### config.mk
export PLATFORM = sky130hd
export DESIGN_NAME = ofd_decoder
export DESIGN_NICKNAME = d
export VERILOG_FILES = /design/src/rtl/ofd_pkg.sv /design/src/rtl/ofd_order_rom.sv /design/src/rtl/ofd_decoder.sv
export SDC_FILE = /design/constraint.sdc
export NUM_CORES = 1
export LEC_CHECK = 0
export BUFFER_PORTS_ARGS = -buffer_cell sky130_fd_sc_hd__buf_2
export CAP_MARGIN = 10
export CORE_AREA = 3 3 114 116
export CTS_BUF_LIST = sky130_fd_sc_hd__clkbuf_8 sky130_fd_sc_hd__clkbuf_16
export DETAILED_ROUTE_END_ITERATION = 6
export DIE_AREA = 0 0 117 119
export PLACE_DENSITY = 0.73
export SYNTH_ARGS = -nofsm -noshare
export SYNTH_HDL_FRONTEND = slang
export SYNTH_SLANG_ARGS = --single-unit
### constraint.sdc
create_clock -name clk -period 2.1 [get_ports clk]
set_input_delay 0.42 -clock clk [delete_from_list [all_inputs] [get_ports clk]]
set_output_delay 0.42 -clock clk [all_outputs]
set_load 0.01 [all_outputs]
### src/rtl/ofd_pkg.sv
// Constants and types for the operand field decoder.
// Assumes one core clock shared with the fetch path.
package ofd_pkg;

  // ----------------------------------------------------------------
  // Opcodes and field encodings
  // ----------------------------------------------------------------
  localparam logic [7:0] OFD_OPC_ADD_RR = 8'h04;
  localparam logic [3:0] OFD_ESC_NIBBLE = 4'hE;
  localparam logic [7:0] OFD_RESET_BYTE = 8'h00;
  localparam logic [11:0] OFD_RESET_ADDR12 = 12'h000;
  localparam logic [15:0] OFD_RESET_ADDR16 = 16'h0000;
  localparam logic [3:0] OFD_RESET_NIB = 4'h0;
  localparam logic [2:0] OFD_RESET_BIT = 3'h0;
  localparam logic [1:0] OFD_LEN_ZERO = 2'h0;
  localparam logic [1:0] OFD_LEN_TWO = 2'h2;

  // ----------------------------------------------------------------
  // Operand kinds
  // ----------------------------------------------------------------
  typedef enum logic [1:0] {
    OFD_ORD_SRC_DST,
    OFD_ORD_DST_SRC,
    OFD_ORD_NONE
  } ofd_order_t;

  typedef enum logic [3:0] {
    OFD_K_NONE,
    OFD_K_REG,
    OFD_K_WORK,
    OFD_K_PAIR,
    OFD_K_WPAIR,
    OFD_K_EXT,
    OFD_K_IMM,
    OFD_K_REL,
    OFD_K_IDX,
    OFD_K_BIT,
    OFD_K_VEC,
    OFD_K_ABS
  } ofd_kind_t;

endpackage

### src/rtl/ofd_order_rom.sv
// Per-opcode operand order lookup for the operand field decoder.
// Assumes purely combinational use from the same clock domain.
`timescale 1ns/100ps
module ofd_order_rom
  import ofd_pkg::*;
(
  // Opcode in
  input wire logic [7:0] opcode,
  // Lookup results
  output ofd_order_t order,
  output logic [1:0] op_len
);

  // --------------------------------------------------------------
  // Table
  // --------------------------------------------------------------
  // Only known encodings are listed; others report no operands
  always_comb begin
    order = OFD_ORD_NONE;
    op_len = OFD_LEN_ZERO;
    case (opcode)
      OFD_OPC_ADD_RR: begin
        order = OFD_ORD_SRC_DST;
        op_len = OFD_LEN_TWO;
      end
      default: begin
        order = OFD_ORD_NONE;
        op_len = OFD_LEN_ZERO;
      end
    endcase
  end

endmodule

### src/rtl/ofd_decoder.sv
// Operand field decoder: takes fetched instruction bytes and presents
// decoded operands, operand arithmetic and the add datapath result.
// Assumes bytes arrive on the core clock with a valid strobe.
`timescale 1ns/100ps
module ofd_decoder
  import ofd_pkg::*;
(
  // Clock and reset
  input wire logic clk,
  input wire logic rstn,
  // Instruction byte stream
  input wire logic byte_valid,
  input wire logic [7:0] byte_data,
  input wire logic [15:0] next_pc,
  // Generic operand helpers
  input wire logic [7:0] index_base,
  input wire logic [7:0] field_byte,
  input wire logic [11:0] ext_field,
  input wire logic [15:0] abs_field,
  // Operand values read from the register file
  input wire logic [7:0] src_value,
  input wire logic [7:0] dst_value,
  // Decoded instruction
  output logic instr_valid,
  output logic [7:0] opcode,
  output logic [7:0] src_addr,
  output logic [7:0] dst_addr,
  output logic src_is_working,
  output logic dst_is_working,
  output logic [3:0] src_work_reg,
  output logic [3:0] dst_work_reg,
  // Decoded auxiliary fields
  output logic [15:0] branch_target,
  output logic [7:0] indexed_addr,
  output logic [7:0] pair_addr,
  output logic [3:0] working_pair_operand,
  output logic [11:0] extended_register_operand,
  output logic [15:0] absolute_jump_target,
  output logic [2:0] bit_select,
  output logic [7:0] immediate_operand,
  output logic polarity,
  output logic [7:0] trap_vector,
  // Add datapath
  output logic add_wr_en,
  output logic [7:0] add_wr_addr,
  output logic [7:0] add_wr_data
);

  // --------------------------------------------------------------
  // Fetch sequencing
  // --------------------------------------------------------------
  typedef enum logic [1:0] {
    OFD_S_OPC,
    OFD_S_B1,
    OFD_S_B2
  } ofd_state_t;

  ofd_state_t state_q;
  logic [7:0] opc_q;
  logic [7:0] b1_q;
  ofd_order_t order;
  logic [1:0] op_len;

  ofd_order_rom u_rom (
    .opcode(state_q == OFD_S_OPC ? byte_data : opc_q),
    .order(order),
    .op_len(op_len)
  );

  // State machine walks opcode then operand bytes
  always_ff @(posedge clk) begin
    if (!rstn) begin
      state_q <= OFD_S_OPC;
    end else if (byte_valid) begin
      case (state_q)
        OFD_S_OPC: begin
          // Unknown opcodes finish at once; no operand bytes taken
          if (op_len != OFD_LEN_ZERO) begin
            state_q <= OFD_S_B1;
          end
        end
        OFD_S_B1: begin
          state_q <= (op_len == OFD_LEN_TWO) ? OFD_S_B2 : OFD_S_OPC;
        end
        OFD_S_B2: begin
          state_q <= OFD_S_OPC;
        end
        default: begin
          state_q <= OFD_S_OPC;
        end
      endcase
    end
  end

  // Byte capture
  always_ff @(posedge clk) begin
    if (!rstn) begin
      opc_q <= OFD_RESET_BYTE;
      b1_q <= OFD_RESET_BYTE;
    end else if (byte_valid) begin
      if (state_q == OFD_S_OPC) begin
        opc_q <= byte_data;
      end
      if (state_q == OFD_S_B1) begin
        b1_q <= byte_data;
      end
    end
  end

  // --------------------------------------------------------------
  // Source and destination placement
  // --------------------------------------------------------------
  logic done;
  logic [7:0] src_byte;
  logic [7:0] dst_byte;

  assign done = byte_valid && (state_q == OFD_S_B2);

  // Order comes from the table, so other encodings slot in later
  always_comb begin
    if (order == OFD_ORD_DST_SRC) begin
      src_byte = byte_data;
      dst_byte = b1_q;
    end else begin
      src_byte = b1_q;
      dst_byte = byte_data;
    end
  end

  // --------------------------------------------------------------
  // Escape decode, one slot per operand
  // --------------------------------------------------------------
  // Slot 0 is the source and slot 1 the destination; one shared
  // decode keeps the two operands from ever disagreeing on escape.
  logic [7:0] slot_byte [2];
  logic slot_esc [2];
  logic [3:0] slot_reg [2];

  // Slots fed from the placement above
  assign slot_byte[0] = src_byte;
  assign slot_byte[1] = dst_byte;

  for (genvar g = 0; g < 2; g++) begin : g_slot
    // Upper nibble E marks the escaped form of a register byte
    assign slot_esc[g] = slot_byte[g][7:4] == OFD_ESC_NIBBLE;
    // Low nibble then names the working register, 0 to 15
    assign slot_reg[g] = slot_byte[g][3:0];
  end

  // --------------------------------------------------------------
  // Decoded instruction registers
  // --------------------------------------------------------------
  // Decode strobe: one pulse per instruction whose second operand byte is taken
  always_ff @(posedge clk) begin
    if (!rstn) begin
      instr_valid <= 1'h0;
    end else begin
      instr_valid <= done;
    end
  end

  // Opcode and raw addresses stand until the next decode
  always_ff @(posedge clk) begin
    if (!rstn) begin
      opcode <= OFD_RESET_BYTE;
      src_addr <= OFD_RESET_BYTE;
      dst_addr <= OFD_RESET_BYTE;
    end else if (done) begin
      opcode <= opc_q;
      // Full byte kept, so all 256 file locations stay reachable
      src_addr <= src_byte;
      dst_addr <= dst_byte;
    end
  end

  // Working register view of both operands
  always_ff @(posedge clk) begin
    if (!rstn) begin
      src_is_working <= 1'h0;
      dst_is_working <= 1'h0;
      src_work_reg <= OFD_RESET_NIB;
      dst_work_reg <= OFD_RESET_NIB;
    end else if (done) begin
      src_is_working <= slot_esc[0];
      dst_is_working <= slot_esc[1];
      src_work_reg <= slot_reg[0];
      dst_work_reg <= slot_reg[1];
    end
  end

  // --------------------------------------------------------------
  // Auxiliary operand fields
  // --------------------------------------------------------------
  // These follow the helper inputs every cycle; the core picks the
  // field that its opcode needs, so no qualifier is registered.
  logic [15:0] rel_sext;
  logic [7:0] idx_sum;

  // Sign extension keeps -128..+127 reach in both directions
  assign rel_sext = {{8{field_byte[7]}}, field_byte};
  // Eight-bit wrap is intended; the register space is 256 bytes
  assign idx_sum = 8'(index_base + field_byte);

  // Relative branch: next address plus the signed displacement
  always_ff @(posedge clk) begin
    if (!rstn) begin
      branch_target <= OFD_RESET_ADDR16;
    end else begin
      // Sixteen-bit wrap matches the program address space
      branch_target <= 16'(next_pc + rel_sext);
    end
  end

  // Indexed register or pair address
  always_ff @(posedge clk) begin
    if (!rstn) begin
      indexed_addr <= OFD_RESET_BYTE;
    end else begin
      indexed_addr <= idx_sum;
    end
  end

  // Low bit forced clear: pairs sit on even addresses only
  always_ff @(posedge clk) begin
    if (!rstn) begin
      pair_addr <= OFD_RESET_BYTE;
      working_pair_operand <= OFD_RESET_NIB;
    end else begin
      pair_addr <= {field_byte[7:1], 1'h0};
      working_pair_operand <= {field_byte[3:1], 1'h0};
    end
  end

  // Wide address operands pass straight through
  always_ff @(posedge clk) begin
    if (!rstn) begin
      extended_register_operand <= OFD_RESET_ADDR12;
      absolute_jump_target <= OFD_RESET_ADDR16;
    end else begin
      extended_register_operand <= ext_field;
      absolute_jump_target <= abs_field;
    end
  end

  // Bit position and bit sense
  // Limitation: both share one byte, so a caller that needs both
  // must pack them into field_byte together
  always_ff @(posedge clk) begin
    if (!rstn) begin
      bit_select <= OFD_RESET_BIT;
      polarity <= 1'h0;
    end else begin
      bit_select <= field_byte[6:4];
      polarity <= field_byte[0];
    end
  end

  // Whole-byte operands
  always_ff @(posedge clk) begin
    if (!rstn) begin
      immediate_operand <= OFD_RESET_BYTE;
      trap_vector <= OFD_RESET_BYTE;
    end else begin
      immediate_operand <= field_byte;
      trap_vector <= field_byte;
    end
  end

  // --------------------------------------------------------------
  // Add datapath
  // --------------------------------------------------------------
  // Write strobe: only an add that has just decoded writes back
  always_ff @(posedge clk) begin
    if (!rstn) begin
      add_wr_en <= 1'h0;
    end else begin
      add_wr_en <= instr_valid && (opcode == OFD_OPC_ADD_RR);
    end
  end

  // Address and sum use the values read in the decode cycle
  // Carry out is dropped: flags are not produced by this block
  always_ff @(posedge clk) begin
    if (!rstn) begin
      add_wr_addr <= OFD_RESET_BYTE;
      add_wr_data <= OFD_RESET_BYTE;
    end else begin
      add_wr_addr <= dst_addr;
      add_wr_data <= 8'(dst_value + src_value);
    end
  end

endmodule

### After elaboration in Yosys (flattened, before gate mapping)

Index checks and enable logic that the tools add are counted.
W data, S select, Z words.

* input port bits: 87
* output and inout port bits: 136
* logic and storage cells: 51
* bits in registers: 146

* eq/ne operators: 9
* reduce and logical (&&, ||, !) cells: 6
* add/sub/neg operators: 3
* multiplexer cells: 8

Operators with widths (count)
* $mux W8: 3
* $add A16 B16 Y16: 1
* $add A8 B8 Y8: 2
* $eq A8 B3 Y1 const B: 2
* $eq A4 B4 Y1 const B: 2
* $mux W2: 4
* $eq A2 B1 Y1 const B: 2
* $eq A2 B2 Y1 const B: 2
* $pmux W2 S2: 1
* $reduce_and A2 Y1: 2
* $logic_and A1 B1 Y1: 2
* $logic_not A2 Y1: 1
* $ne A2 B1 Y1 const B: 1
* $reduce_bool A2 Y1: 1

### Longest topological paths before layout

Gate-level depths: netlist of the first run.

* word-level depth: 7
* gate-level depth with buffers: 7

### Hierarchy

From an unflattened synthesis of the first run, not the netlist that was laid out.

* cells, all modules: 578
* area, all modules: 5701.7 um^2

Modules (own cells, without submodules)
* ofd_decoder: cells each 571, times used 1, area an instance 5645.4 um^2
* ofd_order_rom: cells each 7, times used 1, area an instance 56.3 um^2

### Worst setup path before layout of the first run

Ideal clock, no wire load.

* path type: input-to-reg
* start point: in src_value[0]
* end point: reg add_wr_data[6]
* cell stages on the path: 7
* arrival: 1.955 ns
* path slack: 0.018 ns
* library setup time: 0.127 ns
* cells stage by stage: ha_1 fa_1 a21o_1 a21o_1 a21oi_1 nor4b_1 or3_1

* cells in the longest elaborated chain, start to end: 1

Ends and longest elaborated chain
* start: declaration: RTL line ofd_decoder.sv:21 `input wire logic [7:0] src_value,`
* $add A8 B8 Y8: RTL line ofd_decoder.sv:289 `add_wr_data <= 8'(dst_value + src_value);`
* end signal: assignment: RTL line ofd_decoder.sv:289
* end: declaration: RTL line ofd_decoder.sv:46 `output logic [7:0] add_wr_data`

No other way between the ends.
A chain may end at the register's enable or synchronous reset.

### Worst setup path in the final report of the first run

Same ends and word-level chain as after synthesis.

==> results.sh, run 1 <==
export IMPL_die_w_um=117
export IMPL_root_buffer="clkbuf_16"
export IMPL_seqCellArea_sq_mm=0.00244
export IMPL_antenna_left=0
export IMPL_grt_overflow_total=0
export IMPL_relSlewSlack_pct=61.7
export IMPL_final_nets=866
export IMPL_via_count=4572
export IMPL_ir_drop_uv=770
export IMPL_die_h_um=119
export IMPL_syn_area_per_cell_sq_um=9.60
export IMPL_grt_setup_unrepaired="false"
export IMPL_crit_family="adder cells"
export IMPL_grt_max_degree=38
export IMPL_cp_cell_sequence="buf_2 > ha_1 > fa_1 > a21o_1 > a21o_1 > a21oi_1 > nor4b_1 > or3_1"
export IMPL_end_kind="flop"
export IMPL_drt_first_pass_iters=5
export IMPL_n_antenna_cell=0
export IMPL_drive_above_1_share_pct=36.6
export IMPL_ys_seq_area_share_pct=47.0
export IMPL_cp_start_kind="input port"
export IMPL_synthToLayoutAreaGrowth_pct=32.9
export IMPL_ys_warnings_count=0
export IMPL_hold_class="in -> reg"
export IMPL_top_layer="met4"
export IMPL_synthesis_area_sq_mm=0.00519
export IMPL_finalHoldViolCount=0
export IMPL_cts_tree="built"
export IMPL_fin_area_sq_mm=0.00690
export IMPL_drcViolationCount=0
export IMPL_synth_edf_count=0
export IMPL_cts_buffer_depth=2
export IMPL_place_area_sq_mm=0.00631
export IMPL_fmax_mhz=518
export IMPL_setup_tns_ns=0
export IMPL_htreeDepth=4
export IMPL_drt_initial_drc_count=207
export IMPL_clk_pin_slew_ns=0.05
export IMPL_async_reset_ff_share_pct=0
export IMPL_drv_slew=0
export IMPL_place_congestion=0.875
export IMPL_crit_path_start="src_value[0]"
export IMPL_worstPathRequired_ns=2.39
export IMPL_crit_type="in -> reg"
export IMPL_fill_cells=1057
export IMPL_crit_slowest_cell="fa_1"
export IMPL_multiInputGateArea_sq_mm=0.00241
export IMPL_status="completed"
export IMPL_viasPerCell=5.04
export IMPL_grt_pass1_vias=4370
export IMPL_wl_met2_um=6610
export IMPL_cts_resized=0
export IMPL_power_leakage_nw=3.45
export IMPL_synthFlopType="dfxtp_1"
export IMPL_wl_met3_um=923
export IMPL_clock_latency_ns=0.41
export IMPL_start_util_pct=43.2
export IMPL_worst_slew_pin_slew_ns=0.572
export IMPL_hold_buffers=0
export IMPL_min_period_ns=1.93
export IMPL_syn_instance_count=541
export IMPL_routedWlPerCell_um=14.8
export IMPL_grt_antenna_before_repair=0
export IMPL_cp_slowest_stage_delay_ns=0.42
export IMPL_fin_skew_ns=0.00430
export IMPL_critPathBufInv=1
export IMPL_ios=223
export IMPL_finalCritPeriodShare_pct=91.8
export IMPL_port_buffers=220
export IMPL_path_common_cell="a21o_1"
export IMPL_wl_um=13400
export IMPL_die_area_sq_mm=0.0139
export IMPL_numCtsBuffers=17
export IMPL_cp_max_fo=3
export IMPL_rr_startpoint="state_q[0]$_SDFFE_PN0P_"
export IMPL_grtUsageTotal_pct=19.1
export IMPL_clock_sinks=122
export IMPL_grt_pass1_wl_um=21000
export IMPL_hold_path_startpoint="abs_field[15]"
export IMPL_cp_data_arrival_time_ns=2.22
export IMPL_core_area_sq_mm=0.0120
export IMPL_setup_viol=0
export IMPL_dpl_hpwl_um=10100
export IMPL_powerDensity_mw_per_mm2=897
export IMPL_row_count=40
export IMPL_synth_seq_cells=122
export IMPL_wl_met1_um=5660
export IMPL_max_cap_viol_count=0
export IMPL_synth_cell_types=52
export IMPL_cts_setup_buffers=0
==> where the power goes <==
group	internal (mW)	leakage [nW]	switching (mW)	total, mW
Clock	1.83	0.289	1.03	2.86
Sequential	2.44	1.00	0.0427	2.48
Combinational	0.392	2.16	0.461	0.853
==> metal layers <==
layer,up-vias,GRT usage [%]
met5,-,0
met1,2124,22.7
li1,2242,-
met4,0,8.10
met2,187,32.4
met3,19,4.57
==> worst register-to-register path: cells and delay by family, from the launching register on <==
family | cells | cell delay (ns)
compound gates | 2 | 0.25
simple gates | 2 | 0.73
flops | 1 | 0.34
==> flip-flops by register name, indices dropped and copies added (netlist names), 2 cells and up <==
name,count
opc_q,8
b1_q,8
opcode,8
add_wr_data,8
branch_target,16
extended_register_operand,12
dst_addr,8
absolute_jump_target,16
state_q,2
src_addr,8
add_wr_addr,8
pair_addr,7
indexed_addr,8
==> placed cells by master, fill, tap and decap left out, types with 4 or more instances in the layout <==
cell type,instances
buf_2,220
and2_1,51
nor3_1,4
nand3_1,5
nand3b_1,4
inv_1,4
a21oi_1,42
clkinv_2,4
nor3b_1,5
xor2_1,7
a211oi_1,5
or3_1,5
o21ai_0,16
clkbuf_16,17
nand2b_1,7
o22a_1,7
nor2_1,44
mux2i_1,19
ha_1,29
a21o_1,10
dfxtp_1,122
buf_4,18
nor4b_1,4
xnor2_1,10
nand2_1,50
==> synth_stat cells, types with 10 or more instances <==
cell	instances	area share [%]
clkbuf_1	14	1.0
buf_4	32	4.6
dfxtp_1	122	47
o21ai_0	16	1.5
nor2_1	44	3.2
and2_1	51	6.1
a21oi_1	42	4.0
mux2i_1	19	3.7
xnor2_1	10	1.7
a21o_1	10	1.4
ha_1	29	7.0
nand2_1	50	3.6
==> logic make-up (layout without fill, tap and decap cells) <==
logic type / Yosys count / count (layout) / share of synthesized area [%]
mux: 19 / 19 / 3.66
compound gates: 100 / 100 / 12.4
other cells: 1 / 2 / 0.0722
xor+xnor: 17 / 17 / 2.87
fa+ha+maj: 32 / 32 / 8.14
flops: 122 / 122 / 47.0
simple gates: 192 / 192 / 19.3
buf+inv: 58 / 276 / 6.60
==> path summary, 6_finish.rpt <==
kind	cells past startpoint	slack, ns	to
min	2	0.21	absolute_jump_target[15]$_SDFF_PN0_
min reg2reg	2	0.45	src_addr[2]$_SDFFE_PN0P_
max	8	0.17	add_wr_data[6]$_SDFF_PN0_
max reg2reg	4	0.70	state_q[1]$_SDFFE_PN0P_
==> per-stage QoR <==
| stage | hold slack (ns) | total power [mW] | cells | worst slack (ns) | utilization (%) |
|---|---|---|---|---|---|
| floorplan | 0.432 | 3.05 | 542 | 0.0177 | - |
| global placement | 0.444 | 3.36 | 875 | -0.151 | 52.6 |
| detailed placement | 0.445 | 3.38 | 875 | -0.213 | 52.6 |
| CTS | 0.191 | 6.25 | 907 | 0.213 | 57.5 |
| global route | 0.190 | 6.47 | 907 | 0.104 | 57.5 |
| finish | 0.208 | 6.20 | 907 | 0.171 | 57.5 |
==> layout make-up <==
type	count	area share, %
Clock buffer	20	6.76
Clock inverter	12	1.79
Inverter	5	0.272
Multi-Input combinational cell	362	34.9
Sequential cell	122	35.4
Tap cell	147	2.66
Timing Repair Buffer	239	18.2
Note: power is estimated with default switching activity, not from simulation.
==> run 2: changes to the inputs <==
==> constraint.sdc (replaced) <==
create_clock -name clk -period 2.1 [get_ports clk]
set_input_delay 0.21 -clock clk [delete_from_list [all_inputs] [get_ports clk]]
set_output_delay 0.21 -clock clk [all_outputs]
set_load 0.01 [all_outputs]
==> run 2 against run 1 <==
Against the previous run:
- critical path depth is the same
- register-to-register slack got worse by 0.15 ns
- non-clock buffer count up 11
- core utilization is 1.0 points higher
- via count about the same
- routed wire length grew 0.49%
- global-route usage rose by 0.33 points
- critical path type unchanged
- maximum frequency up 12%
- highest routed layer unchanged
- critical endpoint is now indexed_addr[6]$_SDFF_PN0_
- combinational power rose by 1%
- flip-flop and latch count stayed put
- final area is 1.8% higher
==> results.sh, run 2 (synthesis results as in run 1) <==
export IMPL_status="completed"
export IMPL_start_util_pct=43.2
export IMPL_layout_setup_ws_ns=0.373
export IMPL_die_w_um=117
export IMPL_worst_slew_pin_slew_ns=0.652
export IMPL_wl_um=13500
export IMPL_rr_startpoint="state_q[0]$_SDFFE_PN0P_"
export IMPL_core_area_sq_mm=0.0120
export IMPL_synthToLayoutAreaGrowth_pct=35.3
export IMPL_fin_util_pct=58.5
export IMPL_root_buffer="clkbuf_16"
export IMPL_hold_path_end="extended_register_operand[9]$_SDFF_PN0_"
export IMPL_worstPathRequired_ns=2.39
export IMPL_holdWs_ns=0.0182
export IMPL_n_antenna_cell=0
export IMPL_final_cell_mix="buf_2 (220), dfxtp_1 (122), and2_1 (51)"
export IMPL_fin_area_sq_mm=0.00703
export IMPL_grt_overflow_total=0
export IMPL_p_switching_mw=1.61
export IMPL_setup_tns_ns=0
export IMPL_relSlewSlack_pct=56.5
export IMPL_total_power_mw=6.13
export IMPL_min_period_ns=1.73
export IMPL_fin_cells=918
export IMPL_final_common_cell="buf_2"
export IMPL_numCtsBuffers=17
export IMPL_power_leakage_nw=3.47
export IMPL_cts_tree="built"
export IMPL_grt_max_degree=39
export IMPL_final_nets=877
export IMPL_power_frac_comb_pct=14.1
export IMPL_clockPowerShare_pct=45.5
export IMPL_pwr_share_seq_pct=40.5
export IMPL_drv_slew=0
export IMPL_antenna_left=0
export IMPL_cts_resized=0
export IMPL_finalCritPeriodShare_pct=82.3
export IMPL_cp_data_arrival_time_ns=2.01
export IMPL_end_kind="flop"
export IMPL_clk_pin_slew_ns=0.06
export IMPL_max_cap_viol_count=0
export IMPL_grt_pass1_wl_um=21600
export IMPL_place_congestion=0.906
export IMPL_hold_class="in -> reg"
export IMPL_hold_path_startpoint="ext_field[9]"
export IMPL_fin_skew_ns=0.00524
export IMPL_port_buffers=220
export IMPL_routedWlPerCell_um=14.7
export IMPL_met3_usage_pct=3.96
export IMPL_cp_start_kind="input port"
export IMPL_cp_max_fo=3
export IMPL_row_count=40
export IMPL_ios=223
export IMPL_busiest_layer="met2"
export IMPL_grtUsageTotal_pct=19.4
export IMPL_placed_cells=863
export IMPL_drcViolationCount=0
export IMPL_drive_above_1_share_pct=34.6
export IMPL_drt_initial_drc_count=184
export IMPL_place_area_sq_mm=0.00622
export IMPL_via_count=4573
export IMPL_grt_setup_unrepaired="false"
export IMPL_die_h_um=119
export IMPL_grt_pass1_vias=4437
export IMPL_swShare_pct=26.2
export IMPL_clock_latency_ns=0.41
export IMPL_viasPerCell=4.98
export IMPL_finalHoldViolCount=0
export IMPL_p_int_mw=4.52
export IMPL_worst_r2r_path_depth=4
export IMPL_htreeDepth=4
export IMPL_reg_top3="absolute_jump_target x16, branch_target x16, extended_register_operand x12"
export IMPL_clock_sinks=122
export IMPL_drt_first_pass_iters=4
export IMPL_ir_drop_uv=606
export IMPL_rrSetupSlack_ns=0.55
export IMPL_cts_setup_buffers=0
export IMPL_powerDensity_mw_per_mm2=872
export IMPL_grt_antenna_before_repair=0
export IMPL_worstReg2RegEnd="dst_addr[7]$_SDFFE_PN0P_"
export IMPL_dpl_hpwl_um=9920
export IMPL_setup_viol=0
export IMPL_cts_buffer_depth=2
export IMPL_fmax_mhz=579
export IMPL_crit_type="in -> reg"
export IMPL_die_area_sq_mm=0.0139
export IMPL_use_met2_pct=32.6
export IMPL_hold_path_depth=2
export IMPL_preCtsSetupSlack_ns=-0.0392
export IMPL_grtUsageMet1_pct=23.7
==> run 2: worst max-delay path: stages <==
cell	delay [ns]
buf_2	0.12
ha_1	0.24
fa_1	0.40
a21o_1	0.17
a21o_1	0.19
a21oi_1	0.22
nor4b_1	0.08
or3_1	0.39
==> run 2: final cells by class <==
type,instances,area [sq um]
clock inverter,14,136
tap,147,184
sequential,122,2440
clock buffer,18,439
inverter,5,18.8
timing repair buffer,250,1400
fill,1062,4980
multi-input combinational,362,2410
==> run 2: per-layer routing <==
metal / vias to the layer above / part of all wire (%)
met1: 2107 / 43
met4: 0 / 2.5
met3: 25 / 5.7
met2: 174 / 49
li1: 2267 / -
met5: - / 0
==> run 2: worst max path at each step <==
stage | to | start | cells after the start
finish | indexed_addr[6]$_SDFF_PN0_ | field_byte[0] | 8
global route | indexed_addr[6]$_SDFF_PN0_ | field_byte[0] | 8
CTS | indexed_addr[6]$_SDFF_PN0_ | field_byte[0] | 8
detailed placement | indexed_addr[6]$_SDFF_PN0_ | field_byte[0] | 8
global placement | add_wr_data[6]$_SDFF_PN0_ | src_value[0] | 8
floorplan | add_wr_data[6]$_SDFF_PN0_ | src_value[0] | 7
==> run 2: what timing repair did <==
action	CTS	global route
setup endpoints to repair	0	0
hold endpoints to repair	23	0
hold buffers	23	0
==> run 2: power by group through the flow <==
stage / registers, mW / logic [mW] / clock network [mW]
4_1_cts: 2.48 / 0.866 / 2.85
3_5_place_dp: 2.53 / 0.829 / 0
3_3_place_gp: 2.53 / 0.812 / 0
2_1_floorplan: 2.59 / 0.460 / 0
5_1_grt: 2.49 / 0.965 / 2.97
6_report: 2.48 / 0.863 / 2.79
